### config.mk
export PLATFORM = sky130hd
export DESIGN_NAME = rmc_main_config
export DESIGN_NICKNAME = d
export VERILOG_FILES = /design/src/common/rmc_pkg.sv /design/src/design/rmc_main_config.sv
export SDC_FILE = /design/constraint.sdc
export NUM_CORES = 1
export LEC_CHECK = 0
export BUFFER_PORTS_ARGS = -buffer_cell sky130_fd_sc_hd__buf_4
export CORE_ASPECT_RATIO = 2
export CORE_MARGIN = 2
export CORE_UTILIZATION = 56
export CTS_CLUSTER_SIZE = 25
export DETAILED_ROUTE_END_ITERATION = 8
export PLACE_DENSITY = 0.91
export SYNTH_ARGS = -nofsm -noshare
export SYNTH_HDL_FRONTEND = slang
export SYNTH_SLANG_ARGS = --single-unit
### constraint.sdc
create_clock -name pclk -period 4.9 [get_ports pclk]
set_clock_uncertainty 0.05 [all_clocks]
set_input_delay 0.735 -clock pclk [delete_from_list [all_inputs] [get_ports pclk]]
set_output_delay 0.735 -clock pclk [all_outputs]
set_load 0.02 [all_outputs]
### src/common/rmc_pkg.sv
// package of offsets, field positions and reset values for the main config bank
package rmc_pkg;

    // ------------------------------------------------------------------
    // register indices (byte addresses are four times these)
    // ------------------------------------------------------------------
    localparam logic [4:0] IDX_MODE_BAND     = 5'h00;
    localparam logic [4:0] IDX_DATA_MOD      = 5'h01;
    localparam logic [4:0] IDX_FSK_DEV       = 5'h02;
    localparam logic [4:0] IDX_BR_C          = 5'h03;
    localparam logic [4:0] IDX_BR_D          = 5'h04;
    localparam logic [4:0] IDX_AMP_RAMP_TIME       = 5'h05;
    localparam logic [4:0] IDX_REF_DIV_A     = 5'h06;
    localparam logic [4:0] IDX_P_CNT_A       = 5'h07;
    localparam logic [4:0] IDX_S_CNT_A       = 5'h08;
    localparam logic [4:0] IDX_REF_DIV_B     = 5'h09;
    localparam logic [4:0] IDX_P_CNT_B       = 5'h0a;
    localparam logic [4:0] IDX_S_CNT_B       = 5'h0b;
    // parameter group boundaries
    localparam logic [4:0] IDX_MAIN_LAST     = 5'h0b;
    localparam logic [4:0] IDX_IRQ_FIRST     = 5'h0c;
    localparam logic [4:0] IDX_IRQ_LAST      = 5'h0f;
    localparam logic [4:0] IDX_RX_FIRST      = 5'h10;
    localparam logic [4:0] IDX_RX_LAST       = 5'h15;
    localparam logic [4:0] IDX_SYNC_FIRST    = 5'h16;
    localparam logic [4:0] IDX_SYNC_LAST     = 5'h19;
    localparam logic [4:0] IDX_TX_GROUP      = 5'h1a;
    localparam logic [4:0] IDX_OSC_GROUP     = 5'h1b;
    localparam logic [4:0] IDX_PKT_FIRST     = 5'h1c;
    localparam logic [4:0] IDX_PKT_LAST      = 5'h1e;
    localparam int         NUM_MAIN_REGS     = 12;

    // ------------------------------------------------------------------
    // field positions
    // ------------------------------------------------------------------
    localparam int POS_MODE      = 5;   // bits 7-5 of index 0
    localparam int POS_BAND      = 2;   // bits 4-2 of index 0
    localparam int POS_SUBBAND   = 0;   // bits 1-0 of index 0
    localparam int POS_DATAMODE  = 6;   // bits 7-6 of index 1
    localparam int POS_MODSEL    = 4;   // bits 5-4 of index 1
    localparam int POS_SLICER    = 2;   // bits 3-2 of index 1
    localparam int POS_IFGAIN    = 0;   // bits 1-0 of index 1
    localparam int POS_RAMP      = 6;   // bits 7-6 of index 5
    localparam int POS_LOWPWR    = 5;   // bit 5 of index 5
    localparam int POS_TRIM      = 1;   // bits 2-1 of index 5
    localparam int POS_SETSEL    = 0;   // bit 0 of index 5

    // ------------------------------------------------------------------
    // reset values
    // ------------------------------------------------------------------
    localparam logic [7:0] RST_MODE_BAND = 8'h30; // stby, 430-470, q1
    localparam logic [7:0] RST_DATA_MOD  = 8'h24; // cont, fsk, peak, 0dB
    localparam logic [7:0] RST_FSK_DEV   = 8'h03;
    localparam logic [7:0] RST_BR_C      = 8'h07;
    localparam logic [7:0] RST_BR_D      = 8'h0f;
    localparam logic [7:0] RST_AMP_RAMP_TIME   = 8'hc6; // 23us, normal, trim 11
    localparam logic [7:0] RST_REF_DIV_A = 8'h6b;
    localparam logic [7:0] RST_P_CNT_A   = 8'h2a;
    localparam logic [7:0] RST_S_CNT_A   = 8'h1e;
    localparam logic [7:0] RST_REF_DIV_B = 8'h77;
    localparam logic [7:0] RST_P_CNT_B   = 8'h2f;
    localparam logic [7:0] RST_S_CNT_B   = 8'h19;
    // writable bit masks (index 5 bits 4-3 are unused, read zero)
    localparam logic [7:0] MASK_AMP_RAMP_TIME  = 8'he7;

    // ------------------------------------------------------------------
    // enumerations of decoded modes
    // ------------------------------------------------------------------
    typedef enum logic [2:0] {
        TRX_SLEEP, TRX_STANDBY, TRX_SYNTH_ONLY, TRX_RECEIVE,
        TRX_TRANSMIT, TRX_UNDEFINED
    } rmc_trx_mode_type;

    typedef enum logic [1:0] {
        DATA_CONTINUOUS, DATA_BUFFERED, DATA_PACKET
    } rmc_data_mode_type;

    typedef enum logic [1:0] {
        MOD_RESET, MOD_OOK, MOD_FSK, MOD_DIRECT
    } rmc_mod_type;

    typedef enum logic [1:0] {
        SLICE_FIXED, SLICE_PEAK, SLICE_AVERAGE, SLICE_RESERVED
    } rmc_slicer_type;

endpackage

### src/design/rmc_main_config.sv
// main configuration register bank with apb slave and decoded outputs
`timescale 1ns/1ns

// Overview of operation
// - mode bits 7-5 decode, standby at reset
// - band bits 4-2, sub-band bits 1-0
// - data mode continuous, buffered, else packet
// - modulation reset, ook, fsk, direct
// - ook slicer fixed, peak, average, reserved
// - if gain zero down to minus 13.5dB
// - deviation value d at index 2
// - bitrate coefficients c and d, d>=15
// - amp_ramp_time time from index 5 bits 7-6
// - low power lna bias on bit 5
// - bit 0 selects synthesizer counter set
// - two r,p,s counter sets with defaults
// - parameter groups placed at fixed addresses
// - vco trim bits 2-1, reset 11
module rmc_main_config
(
    // apb clock and reset
    input  wire logic        pclk,
    input  wire logic        presetn,
    // apb slave
    input  wire logic        psel,
    input  wire logic        penable,
    input  wire logic        pwrite,
    input  wire logic [31:0] paddr,
    input  wire logic [31:0] pwdata,
    input  wire logic [3:0]  pstrb,
    output logic      [31:0] prdata,
    output logic             pready,
    output logic             pslverr,
    // decoded operating state
    output rmc_pkg::rmc_trx_mode_type  trx_mode,
    output logic      [2:0]  band_select,
    output logic      [1:0]  subband_select,
    output rmc_pkg::rmc_data_mode_type data_mode,
    output rmc_pkg::rmc_mod_type       modulation_select,
    output rmc_pkg::rmc_slicer_type    ook_slicer_type,
    output logic      [1:0]  if_gain_step,
    // modem coefficients
    output logic      [7:0]  fsk_deviation,
    output logic      [7:0]  bitrate_coeff_c,
    output logic      [7:0]  bitrate_coeff_d,
    output logic             bitrate_d_low,
    // transmitter and receiver trims
    output logic      [1:0]  amp_ramp_time,
    output logic             lna_low_power,
    output logic      [1:0]  vco_trim,
    output logic             counter_set_select,
    // active synthesizer counters
    output logic      [7:0]  ref_divider,
    output logic      [7:0]  p_count,
    output logic      [7:0]  s_count,
    // group strobes for the neighbouring parameter banks
    output logic      [5:0]  group_hit
);

    // ------------------------------------------------------------------
    // storage
    // ------------------------------------------------------------------
    logic [7:0] regs_reg [rmc_pkg::NUM_MAIN_REGS]; // main bank bytes

    // ------------------------------------------------------------------
    // address decode
    // ------------------------------------------------------------------
    // true when idx lies in [lo, hi]
    function automatic logic in_range(input logic [4:0] idx,
                                      input logic [4:0] lo,
                                      input logic [4:0] hi);
        in_range = (idx >= lo) && (idx <= hi);
    endfunction

    wire logic [4:0] idx      = paddr[6:2];           // word index
    wire logic       aligned  = (paddr[1:0] == 2'h0)
                                && (paddr[31:7] == 25'h0);
    wire logic       main_hit = aligned
        && in_range(idx, rmc_pkg::IDX_MODE_BAND, rmc_pkg::IDX_MAIN_LAST);
    wire logic       access   = psel && penable;       // access phase
    wire logic       wr_hit   = access && pwrite && main_hit && pstrb[0];

    // group map of the wider register space
    assign group_hit[0] = aligned && in_range(idx, rmc_pkg::IDX_IRQ_FIRST,
                                              rmc_pkg::IDX_IRQ_LAST);
    assign group_hit[1] = aligned && in_range(idx, rmc_pkg::IDX_RX_FIRST,
                                              rmc_pkg::IDX_RX_LAST);
    assign group_hit[2] = aligned && in_range(idx, rmc_pkg::IDX_SYNC_FIRST,
                                              rmc_pkg::IDX_SYNC_LAST);
    assign group_hit[3] = aligned && (idx == rmc_pkg::IDX_TX_GROUP);
    assign group_hit[4] = aligned && (idx == rmc_pkg::IDX_OSC_GROUP);
    assign group_hit[5] = aligned && in_range(idx, rmc_pkg::IDX_PKT_FIRST,
                                              rmc_pkg::IDX_PKT_LAST);

    // zero-wait slave; unmapped or misaligned access answers an error
    assign pready  = 1'b1;
    assign pslverr = access && !main_hit;

    // ------------------------------------------------------------------
    // reset values per index
    // ------------------------------------------------------------------
    function automatic logic [7:0] reset_value(input int i);
        unique case (i)
            0:  reset_value = rmc_pkg::RST_MODE_BAND;
            1:  reset_value = rmc_pkg::RST_DATA_MOD;
            2:  reset_value = rmc_pkg::RST_FSK_DEV;
            3:  reset_value = rmc_pkg::RST_BR_C;
            4:  reset_value = rmc_pkg::RST_BR_D;
            5:  reset_value = rmc_pkg::RST_AMP_RAMP_TIME;
            6:  reset_value = rmc_pkg::RST_REF_DIV_A;
            7:  reset_value = rmc_pkg::RST_P_CNT_A;
            8:  reset_value = rmc_pkg::RST_S_CNT_A;
            9:  reset_value = rmc_pkg::RST_REF_DIV_B;
            10: reset_value = rmc_pkg::RST_P_CNT_B;
            default: reset_value = rmc_pkg::RST_S_CNT_B;
        endcase
    endfunction

    // ------------------------------------------------------------------
    // register write, one byte per word, taken at the access edge
    // ------------------------------------------------------------------
    for (genvar g = 0; g < rmc_pkg::NUM_MAIN_REGS; g++)
    begin : g_reg
        localparam logic [7:0] MASK =
            (g == 5) ? rmc_pkg::MASK_AMP_RAMP_TIME : 8'hff;
        always_ff @(posedge pclk or negedge presetn)
        begin
            if (!presetn)
                regs_reg[g] <= reset_value(g);
            else if (wr_hit && (idx == 5'(g)))
                regs_reg[g] <= pwdata[7:0] & MASK;
        end
    end

    // ------------------------------------------------------------------
    // read data, registered from the bank at setup
    // ------------------------------------------------------------------
    wire logic [7:0] rd_byte = main_hit ? regs_reg[idx[3:0]] : 8'h00;

    always_ff @(posedge pclk or negedge presetn)
    begin
        if (!presetn)
            prdata <= 32'h0;
        else if (psel && !penable && !pwrite)
            prdata <= {24'h0, rd_byte};
    end

    // ------------------------------------------------------------------
    // field decode
    // ------------------------------------------------------------------
    wire logic [7:0] r0 = regs_reg[rmc_pkg::IDX_MODE_BAND[3:0]];
    wire logic [7:0] r1 = regs_reg[rmc_pkg::IDX_DATA_MOD[3:0]];
    wire logic [7:0] r5 = regs_reg[rmc_pkg::IDX_AMP_RAMP_TIME[3:0]];
    wire logic [2:0] mode_code = r0[rmc_pkg::POS_MODE +: 3];
    wire logic [1:0] dm_code   = r1[rmc_pkg::POS_DATAMODE +: 2];

    // transceiver mode; codes above transmit are undefined
    always_comb
    begin
        unique case (mode_code)
            3'h0:    trx_mode = rmc_pkg::TRX_SLEEP;
            3'h1:    trx_mode = rmc_pkg::TRX_STANDBY;
            3'h2:    trx_mode = rmc_pkg::TRX_SYNTH_ONLY;
            3'h3:    trx_mode = rmc_pkg::TRX_RECEIVE;
            3'h4:    trx_mode = rmc_pkg::TRX_TRANSMIT;
            default: trx_mode = rmc_pkg::TRX_UNDEFINED;
        endcase
    end

    // upper bit set means packet, lower bit ignored
    assign data_mode = dm_code[1] ? rmc_pkg::DATA_PACKET
                     : (dm_code[0] ? rmc_pkg::DATA_BUFFERED
                                   : rmc_pkg::DATA_CONTINUOUS);

    assign band_select    = r0[rmc_pkg::POS_BAND +: 3];
    assign subband_select = r0[rmc_pkg::POS_SUBBAND +: 2];
    assign modulation_select =
        rmc_pkg::rmc_mod_type'(r1[rmc_pkg::POS_MODSEL +: 2]);
    assign ook_slicer_type =
        rmc_pkg::rmc_slicer_type'(r1[rmc_pkg::POS_SLICER +: 2]);
    assign if_gain_step   = r1[rmc_pkg::POS_IFGAIN +: 2];

    // ------------------------------------------------------------------
    // coefficients and trims
    // ------------------------------------------------------------------
    assign fsk_deviation   = regs_reg[rmc_pkg::IDX_FSK_DEV[3:0]];
    assign bitrate_coeff_c = regs_reg[rmc_pkg::IDX_BR_C[3:0]];
    assign bitrate_coeff_d = regs_reg[rmc_pkg::IDX_BR_D[3:0]];
    // flags a d below the usable floor of 15
    assign bitrate_d_low   = bitrate_coeff_d < 8'h0f;

    assign amp_ramp_time      = r5[rmc_pkg::POS_RAMP +: 2];
    assign lna_low_power      = r5[rmc_pkg::POS_LOWPWR];
    assign vco_trim           = r5[rmc_pkg::POS_TRIM +: 2];
    assign counter_set_select = r5[rmc_pkg::POS_SETSEL];

    // active counter set follows the select bit
    assign ref_divider = counter_set_select
        ? regs_reg[rmc_pkg::IDX_REF_DIV_B[3:0]]
        : regs_reg[rmc_pkg::IDX_REF_DIV_A[3:0]];
    assign p_count = counter_set_select
        ? regs_reg[rmc_pkg::IDX_P_CNT_B[3:0]]
        : regs_reg[rmc_pkg::IDX_P_CNT_A[3:0]];
    assign s_count = counter_set_select
        ? regs_reg[rmc_pkg::IDX_S_CNT_B[3:0]]
        : regs_reg[rmc_pkg::IDX_S_CNT_A[3:0]];

endmodule // rmc_main_config

Word level (Yosys, flattened, before mapping)
Cells that the tools add are included.
- register bits: 102
- input port bits: 73
- output and inout bits: 111
- logic and storage cells: 92
- order comparisons: 12
- equal/unequal tests: 17
- mux-type cells: 10
- bitwise operators: 1
- reductions and logical operators: 39
- operator list (cell ; count):
    8-bit 2-to-1 mux ; 6
    8-bit binary-select mux with 4-bit select ; 1
    1-bit logical AND ; 32
    25-bit logical NOT ; 1
    5-bit by 3-bit == test with 1-bit output, second input constant ; 4
    5-bit by 4-bit == test with 1-bit output, second input constant ; 4
    5-bit greater-or-equal comparator, second input constant ; 4
    5-bit less-or-equal comparator, second input constant ; 3
    3-bit case mux with 5 select lines ; 1
    5-bit by 2-bit == test with 1-bit output, second input constant ; 2
    5-bit == test, second input constant ; 2
    5-bit by 4-bit less-or-equal comparator with 1-bit output, second input constant ; 2
    8-bit by 4-bit < comparator with 1-bit output, second input constant ; 1
    3-bit by 2-bit == test with 1-bit output, second input constant ; 2
    5-bit by 1-bit == test with 1-bit output, second input constant ; 1
    5-bit by 1-bit greater-or-equal comparator with 1-bit output, second input constant ; 1
    5-bit by 4-bit greater-or-equal comparator with 1-bit output, second input constant ; 1
    5-bit logical NOT ; 1
    4-bit inverter with 5-bit output ; 1
    3-bit by 1-bit == test with 1-bit output, second input constant ; 1
    3-bit == test, second input constant ; 1
    1-bit logical NOT ; 3
    3-bit logical NOT ; 1
    2-bit logical NOT ; 1
    2 further kinds ; 2

Longest topological paths before layout
- depth in word-level cells: 6
- gate-level depth with buffers: 7
- gate-level depth less buffers: 4

Least setup slack after synthesis
No wires, ideal clock.
- path type: input to output
- from: in paddr[15]
- to: out group_hit[5]
- data arrival time: 2.961 ns
- required time: 4.115 ns
- slack: 1.154 ns
- stages on the path: 5
- buffers on the path: 1
- path through: nor4_1 nand4_2 or2_2 clkbuf_1 a2111oi_0
- word-level cells in the longest chain between the ends: 3
- RTL lines (element ; RTL line ; RTL):
    start, declared ; rmc_main_config.sv:28 ; input wire logic [31:0] paddr,
    25-bit logical NOT ; rmc_main_config.sv:77 ; && (paddr[31:7] == 25'h0);
    1-bit logical AND ; rmc_main_config.sv:77 ;
    1-bit logical AND ; rmc_main_config.sv:92 ; assign group_hit[5] = aligned && in_range(idx, rmc_pkg::IDX_PKT_FIRST,
    end, declared ; rmc_main_config.sv:57 ; output logic [5:0] group_hit
Every way passes these cells.

Worst setup path after layout
- from: in paddr[1]
- to: out group_hit[5]
- word-level cells in the longest chain between the ends: 3
- RTL lines (element ; RTL line ; RTL):
    2-bit logical NOT ; rmc_main_config.sv:76 ; wire logic aligned = (paddr[1:0] == 2'h0)
    1-bit logical AND ; rmc_main_config.sv:77 ;
    1-bit logical AND ; rmc_main_config.sv:92 ;
Every way passes these cells.

==> summary.md <==
| Metric | Value |
|---|---|
| Status | `completed` |
| Nature of the critical path endpoint | `output pin` |
| Commonest non-fill, non-tap cell in the layout | `buf_4` |
| Clock-pin slew on the worst setup and hold paths | `70 ps` |
| # setup viols final | `0` |
| Register area share after synthesis | `0.441` |
| All-Layer GR Usage | `0.267` |
| First-pass GRT wire length | `23100 um` |
| Placer Congestion | `0.843` |
| Tcrit/Tclk final | `0.700` |
| Vias in the first global route | `4210` |
| Commonest cells after routing, fill and taps aside | `buf_4, mux2_2, dfrtp_1` |
| YS warnings | `0` |
| Core area | `10400 um2` |
| Yosys reg bits | `102` |
| Number of flip-flops in the largest register | `48` |
| Pwr/cell area | `roughly 250 nW/um2` |
| Vias per inst | `around 6.1` |
| Initial core utilization | `0.568` |
| Post-Route Setup TNS | `0 ps` |
| Final ANT Viol Nets | `0` |
| FF-to-FF Start | `r5[0]` |
| Clock Sinks | `about 100` |
| Die area | `11400 um2` |
| Synth-to-Final Area Change | `16.5%` |
| Worst Path Arrival | `2650 ps` |
| Crit path launch type | `input port` |
| Syn Area/Cell | `12.7 um2` |
| Leak | `approximately 3.4 nW` |
| Slew Limit Fails | `0` |
| CTS tree | `done` |
| Diodes inserted | `0` |
| Post-synth top area share | `0.250` |
| Fillers | `766` |
| Largest net degree at the start of global routing | `58` |
| R2R depth | `4` |
| Final nets | `614` |
| Max Buffers Root-to-Sink | `2` |
| Ranking of synthesized cells by area | `dfrtp_1, mux2_2, dfstp_2` |
| Detail Placement HPWL | `10900 um` |
| DIE WIDTH | `76.6 um` |
| Share of layout cells above drive strength 1 | `0.619` |
| WL final | `15100 um` |
| WL per Instance | `approximately 22 um` |
| Setup Fix Bufs, Post-CTS | `0` |
| Unrepaired setup endpoints after global routing | `false` |
| Root buf cell | `clkbuf_16` |
| Via count | `4139` |
| Post-Synthesis Cell Area | `5910 um2` |
| Hold_ws | `386 ps` |
| Worst-path fanout max | `15` |
| Critical R2R Capture | `prdata[0]` |
| Die Ht | `roughly 150 um` |
| Detailed Route Iter0 Violations | `355` |
| Hold Path Class | `input port to async pin` |
| I/O pin total | `184` |
| Pre-antenna DRT Iters | `6` |
| Drt drc | `0` |
| CP required | `4120 ps` |
| Syn Inst Count | `around 470` |
| Num CTS Buffers | `9` |
| CTS resizes | `0` |
| Area leader, netlist | `dfrtp_1` |
| Worst skew pair latency | `between 300 and 400 ps` |
| Slew @ Worst Pin | `1180 ps` |
| Hold Vio Cnt, Final | `0` |
| Post-layout total power | `1.74 mW` |
| Synth cell types | `41` |
| Initial antenna violation count | `0` |
| Flop2flop setup slack | `about 2900 ps` |
| Hold Buf Count CTS | `0` |
| Total gr overflow | `0` |
| Max-Slew Margin vs Limit | `0.212` |
| Post-layout min period | `between 3000 and 4000 ps` |
| Crit path kind | `input port to output pin` |
| Fmax | `291 MHz` |
| Max Cap Viol | `0` |
| H-tree levels | `3` |
| I/O Buffers | `131` |
| Peak VDD IR | `0.227 mV` |
| Placement Rows | `53` |
## synthesized netlist by cell type (all sizes together)
cell type / count
a31oi: 1
dfrtp: 59
a32o: 1
mux4: 10
mux2i: 24
clkbuf: 19
nor4: 18
nand4: 4
buf: 75
and3b: 1
or3b: 1
nor2: 4
mux2: 121
o21ai: 4
nor2b: 7
a2111oi: 2
a41oi: 1
a22oi: 11
a21oi: 4
a221o: 2
or4: 2
a32oi: 2
or2: 1
or3: 1
nand2b: 3
nor3: 8
a21o: 1
o41ai: 2
a221oi: 2
nor3b: 2
nand3: 12
nand2: 14
dfstp: 43
inv: 3
conb: 2
## where the power goes
| part | switching, mW | leakage, nW | internal (mW) |
|---|---|---|---|
| clock network | 0.316 | 0.151 | 0.452 |
| registers | 0.000000000341 | 1.27 | 0.844 |
| logic | 0.0890 | 1.95 | 0.0421 |
| total | 0.405 | 3.37 | 1.34 |
## kinds of logic after synthesis
logic type | synth area share
compound gates | 0.0415
flops | 0.441
buf+inv | 0.106
other cells | 0.00127
simple gates | 0.101
mux | 0.309
## layer usage
layer | up-vias | track usage | share of wire
li1 | 1772 | - | -
met1 | 2060 | 0.303 | 0.35
met3 | 64 | 0.0623 | 0.071
met2 | 243 | 0.460 | 0.52
met5 | - | 0 | 0
met4 | 0 | 0.149 | 0.051
## how the worst max path moves through the flow
stage | slack [ps] | from | cells after the start | to
3_3_place_gp | 1470 | paddr[1] | 7 | group_hit[5]
4_1_cts | 1440 | paddr[1] | 7 | group_hit[5]
5_1_grt | 1310 | paddr[1] | 7 | group_hit[5]
2_1_floorplan | 1150 | paddr[15] | 5 | group_hit[5]
3_5_place_dp | 1450 | paddr[1] | 7 | group_hit[5]
6_report | 1470 | paddr[1] | 7 | group_hit[5]
## worst max-delay path, stage by stage
cell and delay [ps]:
buf_4 110, nor4_1 350, nand4_2 130, buf_4 260
or2_2 410, a2111oi_0 420, buf_4 230
## through the flow
step           utilization  setup WS (ps)  cell area (um2)  instances
3_3_place_gp         0.630           1470             6560        667
4_1_cts              0.661           1440             6880        683
2_1_floorplan            -           1150             6000        490
5_1_grt              0.661           1310             6880        683
6_report             0.661           1470             6880        683
3_5_place_dp         0.630           1450             6560        667
## final cells by class
type	instances	area (um2)	area share
Inverter	3	11.3	0.00164
Timing Repair Buffer	134	1010	0.146
Multi-Input combinational cell	291	2760	0.402
Clock buffer	10	229	0.0333
Sequential cell	102	2610	0.379
Tap cell	137	171	0.0249
Clock inverter	6	95.1	0.0138
(Power assumes the default switching activity.)
